--- src/rtl/asp_pkg.sv ---
// shared constants and types for the asynchronous serial port
package asp_pkg;

   // ***************************************************
   // modes, states and carriers
   // ***************************************************
   localparam logic [1:0] MODE_SHIFT = 2'h0;   // shift-register mode, not handled here
   localparam logic [1:0] MODE_8BIT = 2'h1;    // 10-bit frame, timer-paced
   localparam logic [1:0] MODE_9FIX = 2'h2;    // 11-bit frame, clock-paced
   localparam logic [1:0] MODE_9VAR = 2'h3;    // 11-bit frame, timer-paced

   typedef enum logic [1:0] {
      TX_IDLE  = 2'b00,
      TX_WAIT  = 2'b01,
      TX_START = 2'b10,
      TX_DATA  = 2'b11
   } asp_tx_state_t;

   typedef enum logic [1:0] {
      RX_HUNT = 2'b00,
      RX_BITS = 2'b01,
      RX_TAIL = 2'b10
   } asp_rx_state_t;

   typedef struct packed {
      logic [1:0] mode;                 // frame mode
      logic double_rate;                // selects the faster bit rate
      logic multiprocessor_filter;      // drop frames with ninth or stop bit low
      logic rx_enable;                  // reception enable
      logic transmit_ninth_bit;         // ninth bit sent in 9-bit modes
   } asp_ctrl_t;

   typedef struct packed {
      logic receive_done_flag;
      logic transmit_done_flag;
      logic received_ninth_bit;
   } asp_status_t;

   // ***************************************************
   // counts and reset values
   // ***************************************************
   localparam logic [3:0] DIV_LAST = 4'hF;     // last state of the divide-by-16 counter
   localparam logic [3:0] DIV_RESET = 4'h0;
   localparam logic [3:0] SAMPLE_A = 4'h7;     // three sample points per bit time
   localparam logic [3:0] SAMPLE_B = 4'h8;
   localparam logic [3:0] SAMPLE_C = 4'h9;
   localparam logic [8:0] RX_SR_INIT = 9'h1FF;
   localparam logic [8:0] TX_SR_RESET = 9'h000;
   localparam logic [7:0] BUF_RESET = 8'h00;
   localparam logic [2:0] SYNC_RESET = 3'h7;   // line idles high
   localparam logic TX_MARKER = 1'b1;          // ninth position in the 8-bit mode

endpackage

--- src/rtl/asp_uart.sv ---
// asynchronous serial port, 8-bit and 9-bit frame modes
//
// Notes on behaviour
// - 8-bit mode: start, eight data LSB-first, stop
// - 8-bit mode: stop bit goes to ninth flag
// - 8-bit mode rate from timer overflow
// - buffer write loads marker one (8-bit) or the ninth bit (9-bit), requests transmit
// - sending starts after next counter rollover
// - start bit, then data, then first shift
// - 8-bit: final shift, done at tenth rollover
// - start on falling edge, sixteen samples per bit
// - start edge resets counter, loads all ones
// - majority vote of samples seven, eight, nine
// - false start bit returns to hunting
// - 8-bit: load only if done clear, filter ok
// - failed frame discarded, then hunt again
// - 9-bit modes: ninth bit sent and received
// - mode 2 fixed rate, mode 3 timer rate
// - 9-bit: first shift clocks stop one in
// - 9-bit: final shift, done at eleventh rollover
// - 9-bit: load data and ninth bit, filtered
// - 9-bit: hunt again one bit later
// - receive only while enable is set, but a final sample in the cycle the enable clears still loads
// - transmit done set at stop, sticky
// - receive done set mid-stop (8-bit) or mid-ninth-bit (9-bit), sticky
`timescale 1ns/1ps

module asp_uart (
   input wire logic clk,                         // core clock
   input wire logic rst_n,                       // async reset, active low
   input wire asp_pkg::asp_ctrl_t ctrl,          // software control bits
   input wire logic timer_overflow,              // one-cycle overflow pulse of the rate timer
   input wire logic buf_write,                   // one-cycle write strobe to the data buffer
   input wire logic [7:0] buf_write_data,        // byte to transmit
   input wire logic transmit_done_clear,         // one-cycle clear of the transmit flag
   input wire logic receive_done_clear,          // one-cycle clear of the receive flag
   input wire logic rxd,                         // receive pin, asynchronous
   output logic txd,                             // transmit pin
   output logic [7:0] serial_data_buffer,        // last accepted byte
   output asp_pkg::asp_status_t status           // done flags and received ninth bit
);

   // ***************************************************
   // pin synchroniser and rate tick
   // ***************************************************
   logic [2:0] sync_ff, nxt_sync;
   logic rx_level_ff, nxt_rx_level;
   logic half_ff, nxt_half;
   logic tick;

   // the half-rate toggle skips every second tick unless the double rate is chosen
   function automatic logic rate_gate(input logic dbl, input logic half);
      rate_gate = dbl | half;
   endfunction

   // divider step; wraps from fifteen to zero on its own, which is the rollover
   function automatic logic [3:0] div_step(input logic [3:0] cnt);
      div_step = cnt + 4'h1;
   endfunction

   // the level only moves once the second and third stages agree
   always_comb begin
      nxt_sync = {sync_ff[1:0], rxd};
      nxt_rx_level = (sync_ff[1] == sync_ff[2]) ? sync_ff[2] : rx_level_ff;
      nxt_half = half_ff;
      tick = 1'b0;
      if (ctrl.mode == asp_pkg::MODE_9FIX) begin
         // fixed rate: sixteen ticks per bit at clk or clk/2
         nxt_half = ~half_ff;
         tick = rate_gate(ctrl.double_rate, half_ff);
      end else if (timer_overflow) begin
         // timer overflows pace the 8-bit and variable modes
         nxt_half = ~half_ff;
         tick = rate_gate(ctrl.double_rate, half_ff);
      end
   end

   always_ff @(posedge clk or negedge rst_n) begin
      if (!rst_n) begin
         sync_ff <= asp_pkg::SYNC_RESET;
         rx_level_ff <= 1'b1;
         half_ff <= 1'b0;
      end else begin
         sync_ff <= nxt_sync;
         rx_level_ff <= nxt_rx_level;
         half_ff <= nxt_half;
      end
   end

   // ***************************************************
   // transmitter
   // ***************************************************
   asp_pkg::asp_tx_state_t tx_state_ff, nxt_tx_state;
   logic [3:0] tx_div_ff, nxt_tx_div;
   logic [8:0] tx_sr_ff, nxt_tx_sr;
   logic tx_first_ff, nxt_tx_first;
   logic txd_ff, nxt_txd;
   logic ti_ff, nxt_ti;
   logic tx_roll, tx_last, tx_fill, async_mode;

   assign async_mode = (ctrl.mode != asp_pkg::MODE_SHIFT);

   // shift register walk: data out on the right, fill on the left
   always_comb begin
      nxt_tx_state = tx_state_ff;
      nxt_tx_sr = tx_sr_ff;
      nxt_tx_first = tx_first_ff;
      nxt_txd = txd_ff;
      nxt_ti = ti_ff;
      // bit times follow the free-running divider, not the buffer write
      nxt_tx_div = tick ? div_step(tx_div_ff) : tx_div_ff;
      tx_roll = tick && (tx_div_ff == asp_pkg::DIV_LAST);
      // marker or stop one just left of the output bit, zeros beyond
      tx_last = !tx_first_ff && (tx_sr_ff[8:2] == 7'h00) && tx_sr_ff[1];
      // 9-bit modes clock the stop one in on the first shift only
      tx_fill = tx_first_ff && (ctrl.mode != asp_pkg::MODE_8BIT);
      case (tx_state_ff)
         asp_pkg::TX_IDLE: begin
            nxt_txd = 1'b1;
         end
         asp_pkg::TX_WAIT: begin
            if (tx_roll) begin
               nxt_tx_state = asp_pkg::TX_START;
               nxt_txd = 1'b0;                    // start bit
            end
         end
         asp_pkg::TX_START: begin
            if (tx_roll) begin
               nxt_tx_state = asp_pkg::TX_DATA;
               nxt_txd = tx_sr_ff[0];             // output bit enabled
            end
         end
         asp_pkg::TX_DATA: begin
            if (tx_roll) begin
               nxt_tx_sr = {tx_fill, tx_sr_ff[8:1]};
               nxt_tx_first = 1'b0;
               if (tx_last) begin
                  // final shift: send drops, line shows the stop bit
                  nxt_tx_state = asp_pkg::TX_IDLE;
                  nxt_txd = 1'b1;
                  nxt_ti = 1'b1;                  // flag at start of stop bit
               end else begin
                  nxt_txd = tx_sr_ff[1];          // LSB first
               end
            end
         end
         default: begin
            nxt_tx_state = asp_pkg::TX_IDLE;
            nxt_txd = 1'b1;
         end
      endcase
      if (buf_write && async_mode) begin
         // marker one or the programmed ninth bit goes in position nine
         nxt_tx_sr = {(ctrl.mode == asp_pkg::MODE_8BIT) ? asp_pkg::TX_MARKER
                      : ctrl.transmit_ninth_bit, buf_write_data};
         nxt_tx_first = 1'b1;
         nxt_tx_state = asp_pkg::TX_WAIT;
         nxt_txd = 1'b1;
      end
      // a set in the same cycle as a clear wins
      if (transmit_done_clear && !(nxt_ti && !ti_ff)) begin
         nxt_ti = 1'b0;
      end
   end

   always_ff @(posedge clk or negedge rst_n) begin
      if (!rst_n) begin
         tx_state_ff <= asp_pkg::TX_IDLE;
         tx_div_ff <= asp_pkg::DIV_RESET;
         tx_sr_ff <= asp_pkg::TX_SR_RESET;
         tx_first_ff <= 1'b0;
         txd_ff <= 1'b1;                          // idle high after reset
         ti_ff <= 1'b0;
      end else begin
         tx_state_ff <= nxt_tx_state;
         tx_div_ff <= nxt_tx_div;
         tx_sr_ff <= nxt_tx_sr;
         tx_first_ff <= nxt_tx_first;
         txd_ff <= nxt_txd;
         ti_ff <= nxt_ti;
      end
   end

   // ***************************************************
   // receiver
   // ***************************************************
   asp_pkg::asp_rx_state_t rx_state_ff, nxt_rx_state;
   logic [3:0] rx_div_ff, nxt_rx_div;
   logic [8:0] rx_sr_ff, nxt_rx_sr;
   logic [1:0] samp_ff, nxt_samp;
   logic prev_level_ff, nxt_prev_level;
   logic [7:0] rx_buf_ff, nxt_rx_buf;
   logic rb8_ff, nxt_rb8;
   logic ri_ff, nxt_ri;
   logic vote, accept;

   // majority of three, shared by every bit time
   function automatic logic majority(input logic a, input logic b, input logic c);
      majority = (a & b) | (a & c) | (b & c);
   endfunction

   always_comb begin
      nxt_rx_state = rx_state_ff;
      nxt_rx_div = rx_div_ff;
      nxt_rx_sr = rx_sr_ff;
      nxt_samp = samp_ff;
      nxt_prev_level = prev_level_ff;
      nxt_rx_buf = rx_buf_ff;
      nxt_rb8 = rb8_ff;
      nxt_ri = ri_ff;
      vote = majority(samp_ff[1], samp_ff[0], rx_level_ff);
      // filter looks at the stop bit in 8-bit mode, ninth bit otherwise
      accept = !ri_ff && (!ctrl.multiprocessor_filter || vote);
      if (tick) begin
         nxt_prev_level = rx_level_ff;
         nxt_rx_div = div_step(rx_div_ff);
      end
      case (rx_state_ff)
         asp_pkg::RX_HUNT: begin
            // line checked at sixteen times the bit rate
            if (tick && ctrl.rx_enable && async_mode && prev_level_ff && !rx_level_ff) begin
               nxt_rx_state = asp_pkg::RX_BITS;
               nxt_rx_div = asp_pkg::DIV_RESET;   // align rollovers to the bit edges
               nxt_rx_sr = asp_pkg::RX_SR_INIT;
            end
         end
         asp_pkg::RX_BITS: begin
            if (tick && rx_div_ff == asp_pkg::SAMPLE_A) begin
               nxt_samp[1] = rx_level_ff;
            end
            if (tick && rx_div_ff == asp_pkg::SAMPLE_B) begin
               nxt_samp[0] = rx_level_ff;
            end
            if (tick && rx_div_ff == asp_pkg::SAMPLE_C) begin
               if (rx_sr_ff == asp_pkg::RX_SR_INIT && vote) begin
                  nxt_rx_state = asp_pkg::RX_HUNT;   // false start rejected
               end else if (!rx_sr_ff[0]) begin
                  // start bit at the far end: final shift
                  nxt_rx_sr = {vote, rx_sr_ff[8:1]};
                  if (accept) begin
                     nxt_rx_buf = rx_sr_ff[8:1];
                     nxt_rb8 = vote;                 // stop or ninth bit
                     nxt_ri = 1'b1;                  // mid stop bit in 8-bit mode, mid ninth bit in 9-bit modes
                  end
                  // 8-bit mode hunts at once, 9-bit modes a bit time later
                  if (ctrl.mode == asp_pkg::MODE_8BIT) begin
                     nxt_rx_state = asp_pkg::RX_HUNT;
                  end else begin
                     nxt_rx_state = asp_pkg::RX_TAIL;
                  end
               end else begin
                  nxt_rx_sr = {vote, rx_sr_ff[8:1]};   // start and data enter
               end
            end
         end
         asp_pkg::RX_TAIL: begin
            if (tick && rx_div_ff == asp_pkg::SAMPLE_C) begin
               nxt_rx_state = asp_pkg::RX_HUNT;
            end
         end
         default: begin
            nxt_rx_state = asp_pkg::RX_HUNT;
         end
      endcase
      // clearing the enable abandons a frame in progress, unless its final sample falls in that same cycle
      if (!ctrl.rx_enable || !async_mode) begin
         nxt_rx_state = asp_pkg::RX_HUNT;
      end
      // a set in the same cycle as a clear wins
      if (receive_done_clear && !(nxt_ri && !ri_ff)) begin
         nxt_ri = 1'b0;
      end
   end

   always_ff @(posedge clk or negedge rst_n) begin
      if (!rst_n) begin
         rx_state_ff <= asp_pkg::RX_HUNT;
         rx_div_ff <= asp_pkg::DIV_RESET;
         rx_sr_ff <= asp_pkg::RX_SR_INIT;
         samp_ff <= 2'h3;
         prev_level_ff <= 1'b1;
         rx_buf_ff <= asp_pkg::BUF_RESET;
         rb8_ff <= 1'b0;
         ri_ff <= 1'b0;
      end else begin
         rx_state_ff <= nxt_rx_state;
         rx_div_ff <= nxt_rx_div;
         rx_sr_ff <= nxt_rx_sr;
         samp_ff <= nxt_samp;
         prev_level_ff <= nxt_prev_level;
         rx_buf_ff <= nxt_rx_buf;
         rb8_ff <= nxt_rb8;
         ri_ff <= nxt_ri;
      end
   end

   // ***************************************************
   // outputs, all from flip-flops
   // ***************************************************
   assign txd = txd_ff;
   assign serial_data_buffer = rx_buf_ff;
   assign status = '{receive_done_flag: ri_ff, transmit_done_flag: ti_ff,
                     received_ninth_bit: rb8_ff};

endmodule

--- config.mk ---
export PLATFORM = sky130hd
export DESIGN_NAME = asp_uart
export DESIGN_NICKNAME = d
export VERILOG_FILES = /design/src/rtl/asp_pkg.sv /design/src/rtl/asp_uart.sv
export SDC_FILE = /design/constraint.sdc
export NUM_CORES = 1
export LEC_CHECK = 0
export BUFFER_PORTS_ARGS = -buffer_cell sky130_fd_sc_hd__buf_2
export CAP_MARGIN = 20
export CORE_ASPECT_RATIO = 1.2
export CORE_MARGIN = 1.5
export CORE_UTILIZATION = 40
export DETAILED_ROUTE_END_ITERATION = 10
export SLEW_MARGIN = 20
export SYNTH_ARGS = -nofsm -noshare
export SYNTH_HDL_FRONTEND = slang
export SYNTH_SLANG_ARGS = --single-unit
--- constraint.sdc ---
create_clock -name clk -period 2.58 [get_ports clk]
set_clock_uncertainty 0.2 [all_clocks]
set_input_delay 0.258 -clock clk [delete_from_list [all_inputs] [get_ports clk]]
set_output_delay 0.258 -clock clk [all_outputs]
set_load 0.005 [all_outputs]
==> impl_metrics.prom, run 1 <==
# TYPE chip_impl_metric gauge
chip_impl_metric{name="area_of_the_die",unit="um2"} 6890
chip_impl_metric{name="syn-cell-area",unit="um2"} 2560
chip_impl_metric{name="fp.dieW",unit="um"} 76.0
chip_impl_metric{name="drv.max_cap_violation_count",unit=""} 0
chip_impl_metric{name="peakVddDrop",unit="V"} 0.000383
chip_impl_metric{name="tritoncts.num_buffers",unit=""} 5
chip_impl_metric{name="pwr_density_cell",unit="nW/um2"} 752
chip_impl_metric{name="synth_edf_count",unit=""} 0
chip_impl_metric{name="final-max-slew-violation-count",unit=""} 0
chip_impl_metric{name="postSynthCellCount",unit=""} 235
chip_impl_info{name="worstSetupEndpointType",value="flop"} 1
chip_impl_info{name="synth_commonest_cells",value="sky130_fd_sc_hd__nand2_1 (36), sky130_fd_sc_hd__dfrtp_1 (34), sky130_fd_sc_hd__mux2_2 (25)"} 1
chip_impl_metric{name="placedInstanceArea",unit="um2"} 2840
chip_impl_info{name="netlist_top_cells_area",value="sky130_fd_sc_hd__dfrtp_1 (33%), sky130_fd_sc_hd__dfstp_2 (17%), sky130_fd_sc_hd__mux2_2 (11%)"} 1
chip_impl_metric{name="placed_cells_incl_taps",unit=""} 347
chip_impl_metric{name="number_of_antenna_violations_at_the_first_check_in_global_routing",unit=""} 0
chip_impl_metric{name="worstPathMaxFanout",unit=""} 10
chip_impl_metric{name="p_leak",unit="nW"} 1.43
chip_impl_metric{name="timing.final.crit_period",unit="ns"} 2.22
chip_impl_info{name="hold_class",value="in2reg"} 1
chip_impl_metric{name="synth_cell_type_count",unit=""} 46
chip_impl_metric{name="final-instance-count-excl-fill",unit=""} 357
chip_impl_info{name="cp_cell_sequence",value="inv_1, ha_1, nand4b_1, nor4_4, mux2_2"} 1
chip_impl_metric{name="globalRouteTotalUtil",unit="%"} 14.5
chip_impl_info{name="status",value="finished, final reports clean"} 1
chip_impl_metric{name="detailedPlacementHpwl",unit="um"} 3440
chip_impl_metric{name="number_of_antenna_violating_nets_in_the_routed_design",unit=""} 0
chip_impl_metric{name="io_pins",unit=""} 33
chip_impl_metric{name="syn_area_per_cell",unit="um2"} 10.9
chip_impl_info{name="startpoint_type",value="flop"} 1
chip_impl_metric{name="internal_power",unit="mW"} 1.53
chip_impl_metric{name="switching_power",unit="uW"} 690
chip_impl_info{name="yosys.cell_count.top_type",value="sky130_fd_sc_hd__nand2_1"} 1
chip_impl_metric{name="clock_insertion_delay_worst_skew",unit="ns"} 0.30
chip_impl_metric{name="maximum_frequency_from_static_timing_analysis",unit="GHz"} 0.450
chip_impl_metric{name="finalSetupViolCount",unit=""} 0
chip_impl_metric{name="grt_pass1_vias",unit=""} 1737
chip_impl_info{name="crit_slowest_cell",value="sky130_fd_sc_hd__nor4_4"} 1
chip_impl_metric{name="cp.required",unit="ns"} 2.56
chip_impl_metric{name="synthToLayoutAreaGrowth",unit="%"} 15.3
chip_impl_metric{name="setup-tns-final",unit="ns"} 0
chip_impl_metric{name="cp_data_arrival_time",unit="ns"} 2.20
chip_impl_metric{name="initial_utilization",unit="%"} 41.8
chip_impl_metric{name="ys_seq_area_share",unit="%"} 50.7
chip_impl_metric{name="yosys_warnings",unit=""} 0
chip_impl_metric{name="synth.ff_latch_count",unit=""} 51
chip_impl_metric{name="synth_top_cell_area_share",unit="%"} 33.2
chip_impl_metric{name="sw_frac_of_total",unit="%"} 31.1
chip_impl_metric{name="cp_num_buf_inv",unit=""} 1
chip_impl_info{name="cts_root_buffer",value="sky130_fd_sc_hd__clkbuf_8"} 1
chip_impl_metric{name="wirelength",unit="um"} 4710
chip_impl_metric{name="worst_setup_hold_path_clk_slew",unit="ns"} 0.09
chip_impl_info{name="cp_top_family",value="simple AND/OR/NAND/NOR gates"} 1
chip_impl_metric{name="power.share.combinational",unit="%"} 26.1
chip_impl_info{name="postSynth.topFlopCell",value="sky130_fd_sc_hd__dfrtp_1"} 1
chip_impl_info{name="tritoncts",value="built"} 1
chip_impl_metric{name="dpl_worst_slack",unit="ns"} 0.286
chip_impl_metric{name="final_worst_setup_slack",unit="ns"} 0.356
chip_impl_metric{name="post_drt_wl_per_cell",unit="um"} 13.2
chip_impl_info{name="criticalPathCategory",value="reg2reg"} 1
chip_impl_metric{name="critical-path-max-stage-delay",unit="ns"} 0.64
chip_impl_metric{name="grt_start_max_net_pins",unit=""} 29
chip_impl_metric{name="route.detailed.drc",unit=""} 0
chip_impl_metric{name="postSynthNetCount",unit=""} 265
chip_impl_metric{name="drive_above_1_share",unit="%"} 33.5
chip_impl_metric{name="power.share.clock",unit="%"} 20.9
chip_impl_metric{name="cts.htree.levels",unit=""} 2
chip_impl_metric{name="floorplan.core_area",unit="um2"} 6130
chip_impl_metric{name="cts-root-to-sink-buffers",unit=""} 2
chip_impl_metric{name="grt_pass1_wl",unit="um"} 8130
chip_impl_info{name="rsz_0062_raised_after_global_routing",value="false"} 1
chip_impl_metric{name="place_congestion",unit=""} 0.796
chip_impl_metric{name="timing.max_slew.rel_slack",unit="%"} 56.8
chip_impl_metric{name="row_count",unit=""} 31
chip_impl_metric{name="port-buffer-count",unit=""} 32
chip_impl_metric{name="via_count",unit=""} 1783
chip_impl_metric{name="tightestPinTransition",unit="ns"} 0.644
chip_impl_metric{name="nNetsFinal",unit=""} 304
chip_impl_metric{name="share_of_async_settable_or_async_resettable_flops_after_synthesis",unit="%"} 100
chip_impl_metric{name="final_area",unit="um2"} 2950
chip_impl_metric{name="clkSinkCount",unit=""} 51
chip_impl_metric{name="via_per_inst",unit=""} 4.99
chip_impl_metric{name="grt-ovfl-total",unit=""} 0
chip_impl_metric{name="die_height",unit="um"} 90.7
chip_impl_metric{name="timing.final.crit_share",unit="%"} 86.2
chip_impl_metric{name="post-cts-setup-buffers",unit=""} 0
chip_impl_info{name="synthDominantAreaCellType",value="sky130_fd_sc_hd__dfrtp_1"} 1
chip_impl_metric{name="detail_route.iter0.violations",unit=""} 67
chip_impl_metric{name="drt-pass1-iter-count",unit=""} 4
chip_impl_metric{name="pwr-share-seq",unit="%"} 53.0
chip_impl_metric{name="final_hold_violation_count",unit=""} 0
chip_impl_metric{name="n_antenna_cell",unit=""} 0
state kept, by name, indices dropped and copies added, names as in the netlist, 3 cells and up:
name and cells:
rx_div_ff 4, rx_sr_ff 9, serial_data_buffer 8, sync_ff 3, tx_div_ff 4, tx_sr_ff 9
cell type report:
cell class | instances | area, um2
multi-input cells | 162 | 1170
flip-flops and latches | 51 | 1300
clock buffers | 7 | 86.3
repair buffers | 41 | 245
clock inverters | 1 | 5.00
well taps | 82 | 103
fillers | 598 | 3180
inverters | 13 | 48.8
placed cells by master (no fill, tap or decap), types with 3 or more instances in the layout:
master                     instances
sky130_fd_sc_hd__a21oi_1           3
sky130_fd_sc_hd__and3_1            3
sky130_fd_sc_hd__buf_2            32
sky130_fd_sc_hd__buf_4             6
sky130_fd_sc_hd__clkbuf_8          6
sky130_fd_sc_hd__dfrtp_1          34
sky130_fd_sc_hd__dfstp_2          17
sky130_fd_sc_hd__ha_1              9
sky130_fd_sc_hd__inv_1            13
sky130_fd_sc_hd__mux2_2           25
sky130_fd_sc_hd__mux2i_1           7
sky130_fd_sc_hd__nand2_1          36
sky130_fd_sc_hd__nand3b_1          5
sky130_fd_sc_hd__nand4_1           3
sky130_fd_sc_hd__nor2_1           16
sky130_fd_sc_hd__nor2b_1           3
sky130_fd_sc_hd__nor4_1            5
sky130_fd_sc_hd__o211ai_1          4
sky130_fd_sc_hd__o21ai_0           4
sky130_fd_sc_hd__xnor2_1           5
per-stage QoR:
stage / util (%) / hold slack [ns] / power, mW
after global placement: 46.4 / 0.0938 / 1.76
after detailed placement: 46.4 / 0.0922 / 1.77
after global routing: 48.2 / 0.0294 / 2.38
final: 48.2 / 0.0266 / 2.22
after CTS: 48.2 / 0.0233 / 2.25
after floorplan: - / -0.238 / 1.59
metal layers:
metal	vias to the layer above	global-route usage (%)	routed length [um]
met5	-	0	0
met4	0	3.70	53
met3	5	3.03	141
met2	36	24.5	2280
met1	851	18.8	2240
li1	891	-	-
what timing repair did:
item                       4_1_cts  5_1_grt
hold buffers                     2        0
hold endpoints to repair        21        0
resized for setup                0        0
setup endpoints to repair        0        0
power by group through the flow:
stage	clock network, mW	logic, mW	registers (mW)
final	0.463	0.579	1.18
after global routing	0.514	0.662	1.20
after CTS	0.489	0.588	1.18
after detailed placement	0	0.586	1.19
after global placement	0	0.577	1.19
after floorplan	0	0.447	1.14
worst reg2reg max path, cell delays in order, from the launching register on:
cell and delay (ns):
sky130_fd_sc_hd__dfrtp_1 0.42, sky130_fd_sc_hd__inv_1 0.09, sky130_fd_sc_hd__ha_1 0.18, sky130_fd_sc_hd__nand4b_1 0.18, sky130_fd_sc_hd__nor4_4 0.64, sky130_fd_sc_hd__mux2_2 0.41
cells by family (layout without fill, tap and decap cells):
logic type | Yosys count | in the layout | synth area share [%]
AND/OR/NAND/NOR | 86 | 86 | 17.4
flip-flops | 51 | 51 | 50.7
buffers and inverters | 22 | 62 | 3.76
AO/OA/AOI/OAI | 26 | 26 | 6.89
adder cells (fa/ha/maj) | 11 | 11 | 5.18
multiplexers | 32 | 32 | 13.7
XOR/XNOR | 7 | 7 | 2.39
path summary, 6_finish.rpt:
kind	from	endpoint	slack [ns]	depth (start not counted)
max	rx_div_ff[1]	rb8_ff	0.36	5
min	transmit_done_clear	ti_ff	0.03	3
max reg2reg	rx_div_ff[1]	rb8_ff	0.36	5
min reg2reg	sync_ff[0]	sync_ff[1]	0.16	0
max in group asynchronous	rst_n	sync_ff[2]	1.26	3
min in group asynchronous	rst_n	tx_div_ff[1]	0.30	2
Power figures use the tool's default switching activity.
==> run 2, diff against run 1 <==
--- a/config.mk
+++ b/config.mk
@@ -7,7 +7,7 @@
 export LEC_CHECK = 0
 export BUFFER_PORTS_ARGS = -buffer_cell sky130_fd_sc_hd__buf_2
 export CAP_MARGIN = 20
-export CORE_ASPECT_RATIO = 1.2
+export CORE_ASPECT_RATIO = 0.7
 export CORE_MARGIN = 1.5
 export CORE_UTILIZATION = 40
 export DETAILED_ROUTE_END_ITERATION = 10
@@ -15,3 +15,4 @@
 export SYNTH_ARGS = -nofsm -noshare
 export SYNTH_HDL_FRONTEND = slang
 export SYNTH_SLANG_ARGS = --single-unit
+export TNS_END_PERCENT = 30
==> impl_metrics.prom, run 2 (synthesized netlist as in run 1, its figures left out) <==
# TYPE chip_impl_metric gauge
chip_impl_info{name="most_frequent_standard_cell_in_the_layout_excluding_fill_and_tap_cells",value="sky130_fd_sc_hd__nand2_1"} 1
chip_impl_metric{name="tightestPinTransition",unit="ns"} 0.859
chip_impl_metric{name="cp.required",unit="ns"} 2.57
chip_impl_metric{name="drive_above_1_share",unit="%"} 34.1
chip_impl_metric{name="final_area",unit="um2"} 2980
chip_impl_metric{name="timing.final.crit_share",unit="%"} 82.2
chip_impl_metric{name="n_antenna_cell",unit=""} 0
chip_impl_metric{name="hold_depth",unit=""} 3
chip_impl_metric{name="tritoncts.num_buffers",unit=""} 5
chip_impl_info{name="hold_class",value="in2reg"} 1
chip_impl_metric{name="final-max-slew-violation-count",unit=""} 0
chip_impl_metric{name="pwr-share-seq",unit="%"} 49.9
chip_impl_metric{name="drt-pass1-iter-count",unit=""} 10
chip_impl_metric{name="grt-ovfl-total",unit=""} 0
chip_impl_metric{name="reg2reg_depth",unit=""} 5
chip_impl_metric{name="final_hold_violation_count",unit=""} 0
chip_impl_metric{name="timing.hold.ws",unit="ns"} 0.0212
chip_impl_metric{name="power.share.combinational",unit="%"} 24.5
chip_impl_metric{name="grt_pass1_wl",unit="um"} 8360
chip_impl_metric{name="worstPathMaxFanout",unit=""} 5
chip_impl_metric{name="via_count",unit=""} 1799
chip_impl_info{name="tritoncts",value="built"} 1
chip_impl_info{name="cts_root_buffer",value="sky130_fd_sc_hd__clkbuf_8"} 1
chip_impl_info{name="most-common-layout-cells",value="sky130_fd_sc_hd__nand2_1 (36), sky130_fd_sc_hd__dfrtp_1 (34), sky130_fd_sc_hd__buf_2 (32), sky130_fd_sc_hd__mux2_2 (25), sky130_fd_sc_hd__dfstp_2 (17)"} 1
chip_impl_metric{name="regToRegSetupSlack",unit="ns"} 0.46
chip_impl_metric{name="post_drt_wl_per_cell",unit="um"} 13.6
chip_impl_metric{name="initial_utilization",unit="%"} 41.2
chip_impl_metric{name="number_of_antenna_violating_nets_in_the_routed_design",unit=""} 0
chip_impl_metric{name="cts-root-to-sink-buffers",unit=""} 2
chip_impl_metric{name="setup-tns-final",unit="ns"} 0
chip_impl_info{name="whs_endpoint",value="ri_ff"} 1
chip_impl_metric{name="pnr_total_power",unit="mW"} 2.38
chip_impl_metric{name="maximum_frequency_from_static_timing_analysis",unit="GHz"} 0.472
chip_impl_info{name="hold_path_startpoint",value="receive_done_clear"} 1
chip_impl_metric{name="drv.max_cap_violation_count",unit=""} 0
chip_impl_metric{name="grt_start_max_net_pins",unit=""} 40
chip_impl_metric{name="detailedPlacementHpwl",unit="um"} 3550
chip_impl_metric{name="detail_route.iter0.violations",unit=""} 108
chip_impl_metric{name="sw_frac_of_total",unit="%"} 30.2
chip_impl_metric{name="switching_power",unit="uW"} 717
chip_impl_info{name="startpoint_type",value="flop"} 1
chip_impl_metric{name="floorplan.core_area",unit="um2"} 6220
chip_impl_metric{name="area_of_the_die",unit="um2"} 6900
chip_impl_metric{name="peakVddDrop",unit="V"} 0.000356
chip_impl_info{name="status",value="finished with violations"} 1
chip_impl_metric{name="placed_cells_incl_taps",unit=""} 344
chip_impl_metric{name="synthToLayoutAreaGrowth",unit="%"} 16.5
chip_impl_info{name="worstSetupEndpointType",value="flop"} 1
chip_impl_metric{name="io_pins",unit=""} 33
chip_impl_metric{name="fp.dieW",unit="um"} 98.6
chip_impl_metric{name="finalSetupViolCount",unit=""} 0
chip_impl_metric{name="pwr_density_cell",unit="nW/um2"} 797
chip_impl_metric{name="post-route-util",unit="%"} 48.0
chip_impl_info{name="worstReg2RegEnd",value="tx_state_ff[1]"} 1
chip_impl_metric{name="nNetsFinal",unit=""} 305
chip_impl_metric{name="route.detailed.drc",unit=""} 3
chip_impl_info{name="failing_checks",value="DRC"} 1
chip_impl_metric{name="timing.max_slew.rel_slack",unit="%"} 42.7
chip_impl_metric{name="final-instance-count-excl-fill",unit=""} 354
chip_impl_metric{name="number_of_antenna_violations_at_the_first_check_in_global_routing",unit=""} 0
chip_impl_metric{name="p_leak",unit="nW"} 1.45
chip_impl_metric{name="wirelength",unit="um"} 4810
chip_impl_metric{name="clkSinkCount",unit=""} 51
chip_impl_metric{name="place_congestion",unit=""} 0.815
chip_impl_metric{name="die_height",unit="um"} 70.0
chip_impl_metric{name="row_count",unit=""} 24
chip_impl_metric{name="power.share.clock",unit="%"} 25.7
chip_impl_info{name="criticalPathCategory",value="reg2reg"} 1
chip_impl_metric{name="placedInstanceArea",unit="um2"} 2830
chip_impl_info{name="r2r-start",value="tx_state_ff[0]"} 1
chip_impl_metric{name="port-buffer-count",unit=""} 32
chip_impl_metric{name="grt_pass1_vias",unit=""} 1715
chip_impl_metric{name="clock_insertion_delay_worst_skew",unit="ns"} 0.29
chip_impl_metric{name="cts.htree.levels",unit=""} 2
chip_impl_info{name="rsz_0062_raised_after_global_routing",value="false"} 1
chip_impl_metric{name="internal_power",unit="mW"} 1.66
chip_impl_metric{name="cp_data_arrival_time",unit="ns"} 2.11
chip_impl_metric{name="globalRouteTotalUtil",unit="%"} 15.3
chip_impl_metric{name="timing.final.crit_period",unit="ns"} 2.12
chip_impl_metric{name="final_worst_setup_slack",unit="ns"} 0.460
chip_impl_metric{name="worst_setup_hold_path_clk_slew",unit="ns"} 0.09
chip_impl_metric{name="dpl_worst_slack",unit="ns"} 0.457
chip_impl_metric{name="via_per_inst",unit=""} 5.08
chip_impl_metric{name="post-cts-setup-buffers",unit=""} 0
## run 2: cell count changes in the layout (fill, tap and decap cells not counted), sizes merged
cell and change:
bufinv +1, clkinv -1, clkinvlp +1, buf +1, clkbuf -1
## run 2: per-layer routing
layer	vias up	GRT usage (%)	share of wire, %
li1	900	-	-
met1	868	22.5	52
met2	29	23.1	44
met3	2	3.40	3.3
met4	0	3.17	0.31
met5	-	0	0
## run 2: worst max-delay path by stage
stage,slack [ns],start,endpoint,cells after the start
global route,0.32,prev_level_ff,rx_sr_ff[4],5
global placement,0.49,ctrl[4],serial_data_buffer[1],6
floorplan,0.58,tx_state_ff[0],tx_state_ff[1],5
detailed placement,0.46,prev_level_ff,rx_sr_ff[4],5
finish,0.46,tx_state_ff[0],tx_state_ff[1],5
CTS,0.45,tx_state_ff[0],tx_state_ff[1],5
## run 2: timing repair
item,CTS,global route
endpoints found under the setup margin,0,0
hold buffers,2,0
endpoints found under the hold margin,23,0
gates resized for setup,0,0
## run 2: layout make-up
type | instances | area, um2
clock inverters | 2 | 37.5
well taps | 78 | 97.6
inverters | 13 | 48.8
flip-flops and latches | 51 | 1300
fillers | 597 | 3230
repair buffers | 42 | 240
clock buffers | 6 | 93.8
multi-input cells | 162 | 1170
## run 2: critical path, cell delays in order, from the launching register on
cell and delay [ns]:
sky130_fd_sc_hd__dfrtp_1 0.42, sky130_fd_sc_hd__inv_1 0.08, sky130_fd_sc_hd__ha_1 0.22, sky130_fd_sc_hd__or3_1 0.41, sky130_fd_sc_hd__a22oi_1 0.30, sky130_fd_sc_hd__mux2_2 0.38
## run 2: power groups by stage
| stage | sequential [mW] | combinational [mW] | clock, mW |
|---|---|---|---|
| after CTS | 1.18 | 0.592 | 0.636 |
| after global routing | 1.22 | 0.673 | 0.665 |
| after global placement | 1.19 | 0.572 | 0 |
| final | 1.19 | 0.582 | 0.610 |
| after detailed placement | 1.20 | 0.589 | 0 |
| after floorplan | 1.14 | 0.447 | 0 |
==> run 3, diff against run 2 <==
==> constraint.sdc (replaced) <==
create_clock -name clk -period 1.9 [get_ports clk]
set_clock_uncertainty 0.2 [all_clocks]
set_input_delay 0.19 -clock clk [delete_from_list [all_inputs] [get_ports clk]]
set_output_delay 0.19 -clock clk [all_outputs]
set_load 0.005 [all_outputs]
==> impl_metrics.prom, run 3 (synthesized netlist as in run 1, its figures left out) <==
# TYPE chip_impl_metric gauge
chip_impl_info{name="status",value="finished with violations"} 1
chip_impl_info{name="failing_checks",value="setup timing"} 1
chip_impl_metric{name="timing.final.crit_period",unit="ns"} 1.92
chip_impl_metric{name="reg2reg_depth",unit=""} 5
chip_impl_metric{name="pwr_density_cell",unit="nW/um2"} 1090
chip_impl_info{name="criticalPathCategory",value="reg2reg"} 1
chip_impl_metric{name="detail_route.iter0.violations",unit=""} 82
chip_impl_info{name="tritoncts",value="built"} 1
chip_impl_info{name="cp-endpoint",value="tx_state_ff[1]"} 1
chip_impl_metric{name="detailedPlacementHpwl",unit="um"} 3700
chip_impl_metric{name="number_of_antenna_violating_nets_in_the_routed_design",unit=""} 0
chip_impl_metric{name="via_count",unit=""} 1966
chip_impl_metric{name="maximum_frequency_from_static_timing_analysis",unit="GHz"} 0.520
chip_impl_metric{name="area_of_the_die",unit="um2"} 6900
chip_impl_info{name="worstSetupEndpointType",value="flop"} 1
chip_impl_metric{name="place_congestion",unit=""} 0.731
chip_impl_info{name="rsz_0062_raised_after_global_routing",value="true"} 1
chip_impl_metric{name="final-max-slew-violation-count",unit=""} 0
chip_impl_metric{name="cp_num_buf_inv",unit=""} 1
chip_impl_metric{name="clock_insertion_delay_worst_skew",unit="ns"} 0.30
chip_impl_info{name="cp_cell_sequence",value="buf_6, ha_4, or3_4, a22oi_2, mux2_4"} 1
chip_impl_metric{name="grt_pass1_wl",unit="um"} 9250
chip_impl_metric{name="n_antenna_cell",unit=""} 0
chip_impl_info{name="cp_top_family",value="flip-flops"} 1
chip_impl_metric{name="io_pins",unit=""} 33
chip_impl_metric{name="tritoncts.num_buffers",unit=""} 5
chip_impl_info{name="crit_slowest_cell",value="sky130_fd_sc_hd__dfrtp_1"} 1
chip_impl_metric{name="clkSinkCount",unit=""} 51
chip_impl_metric{name="cp.required",unit="ns"} 1.89
chip_impl_info{name="cts_root_buffer",value="sky130_fd_sc_hd__clkbuf_8"} 1
chip_impl_metric{name="row_count",unit=""} 24
chip_impl_metric{name="fp.dieW",unit="um"} 98.6
chip_impl_metric{name="drt-pass1-iter-count",unit=""} 6
chip_impl_metric{name="wirelength",unit="um"} 5310
chip_impl_info{name="hold_class",value="in2reg"} 1
chip_impl_metric{name="grt_start_max_net_pins",unit=""} 52
chip_impl_metric{name="floorplan.core_area",unit="um2"} 6220
chip_impl_info{name="most-common-layout-cells",value="sky130_fd_sc_hd__buf_4 (37), sky130_fd_sc_hd__nand2_1 (36), sky130_fd_sc_hd__dfrtp_1 (33), sky130_fd_sc_hd__buf_2 (32), sky130_fd_sc_hd__mux2_2 (19)"} 1
chip_impl_info{name="r2r-start",value="tx_state_ff[1]"} 1
chip_impl_metric{name="nNetsFinal",unit=""} 342
chip_impl_metric{name="die_height",unit="um"} 70.0
chip_impl_metric{name="final_hold_violation_count",unit=""} 0
chip_impl_metric{name="globalRouteTotalUtil",unit="%"} 16.7
chip_impl_info{name="most_frequent_standard_cell_in_the_layout_excluding_fill_and_tap_cells",value="sky130_fd_sc_hd__buf_4"} 1
chip_impl_metric{name="cts-root-to-sink-buffers",unit=""} 2
chip_impl_metric{name="worstPathMaxFanout",unit=""} 3
chip_impl_metric{name="post_drt_wl_per_cell",unit="um"} 13.6
chip_impl_metric{name="number_of_antenna_violations_at_the_first_check_in_global_routing",unit=""} 0
chip_impl_metric{name="peakVddDrop",unit="V"} 0.000604
chip_impl_metric{name="finalSetupViolCount",unit=""} 1
chip_impl_metric{name="drv.max_cap_violation_count",unit=""} 0
chip_impl_info{name="worstReg2RegEnd",value="tx_state_ff[1]"} 1
chip_impl_metric{name="worst_setup_hold_path_clk_slew",unit="ns"} 0.10
chip_impl_metric{name="critical-path-max-stage-delay",unit="ns"} 0.44
chip_impl_metric{name="tightestPinTransition",unit="ns"} 0.463
chip_impl_metric{name="grt-ovfl-total",unit=""} 0
chip_impl_info{name="setup.worst_path.start",value="tx_state_ff[1]"} 1
chip_impl_metric{name="drive_above_1_share",unit="%"} 45.7
chip_impl_metric{name="route.detailed.drc",unit=""} 0
chip_impl_metric{name="cp_data_arrival_time",unit="ns"} 1.91
chip_impl_metric{name="fillCellCount",unit=""} 568
chip_impl_metric{name="final_worst_setup_slack",unit="ns"} -0.0220
chip_impl_metric{name="initial_utilization",unit="%"} 41.2
chip_impl_metric{name="p_leak",unit="nW"} 1.65
chip_impl_metric{name="timing.max_slew.rel_slack",unit="%"} 69.0
chip_impl_metric{name="setup-tns-final",unit="ns"} -0.0220
chip_impl_metric{name="port-buffer-count",unit=""} 32
chip_impl_metric{name="grt_pass1_vias",unit=""} 2026
chip_impl_metric{name="timing.critical_path.depth",unit=""} 5
chip_impl_metric{name="regToRegSetupSlack",unit="ns"} -0.02
chip_impl_metric{name="synthToLayoutAreaGrowth",unit="%"} 32.7
chip_impl_metric{name="via_per_inst",unit=""} 5.03
chip_impl_metric{name="cts.htree.levels",unit=""} 2
chip_impl_metric{name="dpl_worst_slack",unit="ns"} -0.113
chip_impl_info{name="startpoint_type",value="flop"} 1
chip_impl_metric{name="timing.final.crit_share",unit="%"} 101
[run 3: worst min path at each step]
| stage | startpoint | endpoint | cells past startpoint |
|---|---|---|---|
| 2_1_floorplan | rst_n | half_ff | 0 |
| 3_3_place_gp | rst_n | ri_ff | 2 |
| 3_5_place_dp | rst_n | rb8_ff | 2 |
| 4_1_cts | buf_write_data[7] | tx_sr_ff[7] | 4 |
| 5_1_grt | buf_write_data[7] | tx_sr_ff[7] | 4 |
| 6_report | buf_write_data[2] | tx_sr_ff[2] | 4 |
[run 3: worst register-to-register path, stage by stage (launching register included)]
cell and delay [ns]:
sky130_fd_sc_hd__dfrtp_1 0.44, sky130_fd_sc_hd__buf_6 0.15, sky130_fd_sc_hd__ha_4 0.15, sky130_fd_sc_hd__or3_4 0.33, sky130_fd_sc_hd__a22oi_2 0.23, sky130_fd_sc_hd__mux2_4 0.32
[run 3: metal layers]
metal	part of all wire, %	wire (um)	up-vias	global-route usage, %
met2	46	2430	41	27.1
li1	-	-	967	-
met3	3.2	171	7	3.60
met4	0.96	51	0	3.81
met1	50	2650	951	23.1
met5	0	0	-	0
[run 3: power by group]
part           total, mW  internal, mW  switching [mW]  leakage, nW
logic               1.26         0.724           0.532        0.981
registers           1.58          1.37           0.204        0.607
clock network      0.883         0.525           0.358       0.0644
[run 3: stage by stage]
step	util [%]	hold slack (ns)	cells	power (mW)	instance area (um2)
after floorplan	-	-0.306	235	2.17	2570
after global placement	49.1	0.00320	369	2.63	3050
after detailed placement	49.1	0.00291	369	2.66	3050
after CTS	53.7	0.000883	389	3.69	3340
after global routing	54.7	0.000716	391	3.97	3400
final	54.7	0.00915	391	3.72	3400
[run 3: layout make-up]
| cell class | instances | area, um2 | share of cell area [%] |
|---|---|---|---|
| Sequential cell | 51 | 1300 | 38.2 |
| Multi-Input combinational cell | 162 | 1260 | 37.0 |
| Timing Repair Buffer | 79 | 561 | 16.5 |
| Tap cell | 78 | 97.6 | 2.87 |
| Clock buffer | 5 | 68.8 | 2.02 |
| Clock inverter | 3 | 67.6 | 1.99 |
| Inverter | 13 | 48.8 | 1.44 |
[run 3: repair_timing]
action                                 in CTS  in global routing
setup endpoints to repair                  28                 29
gates resized for setup                    16                 11
endpoints found under the hold margin      56                  0
hold buffers                                6                  0
pin swaps                                   5                  0
buffers inserted                            6                  2
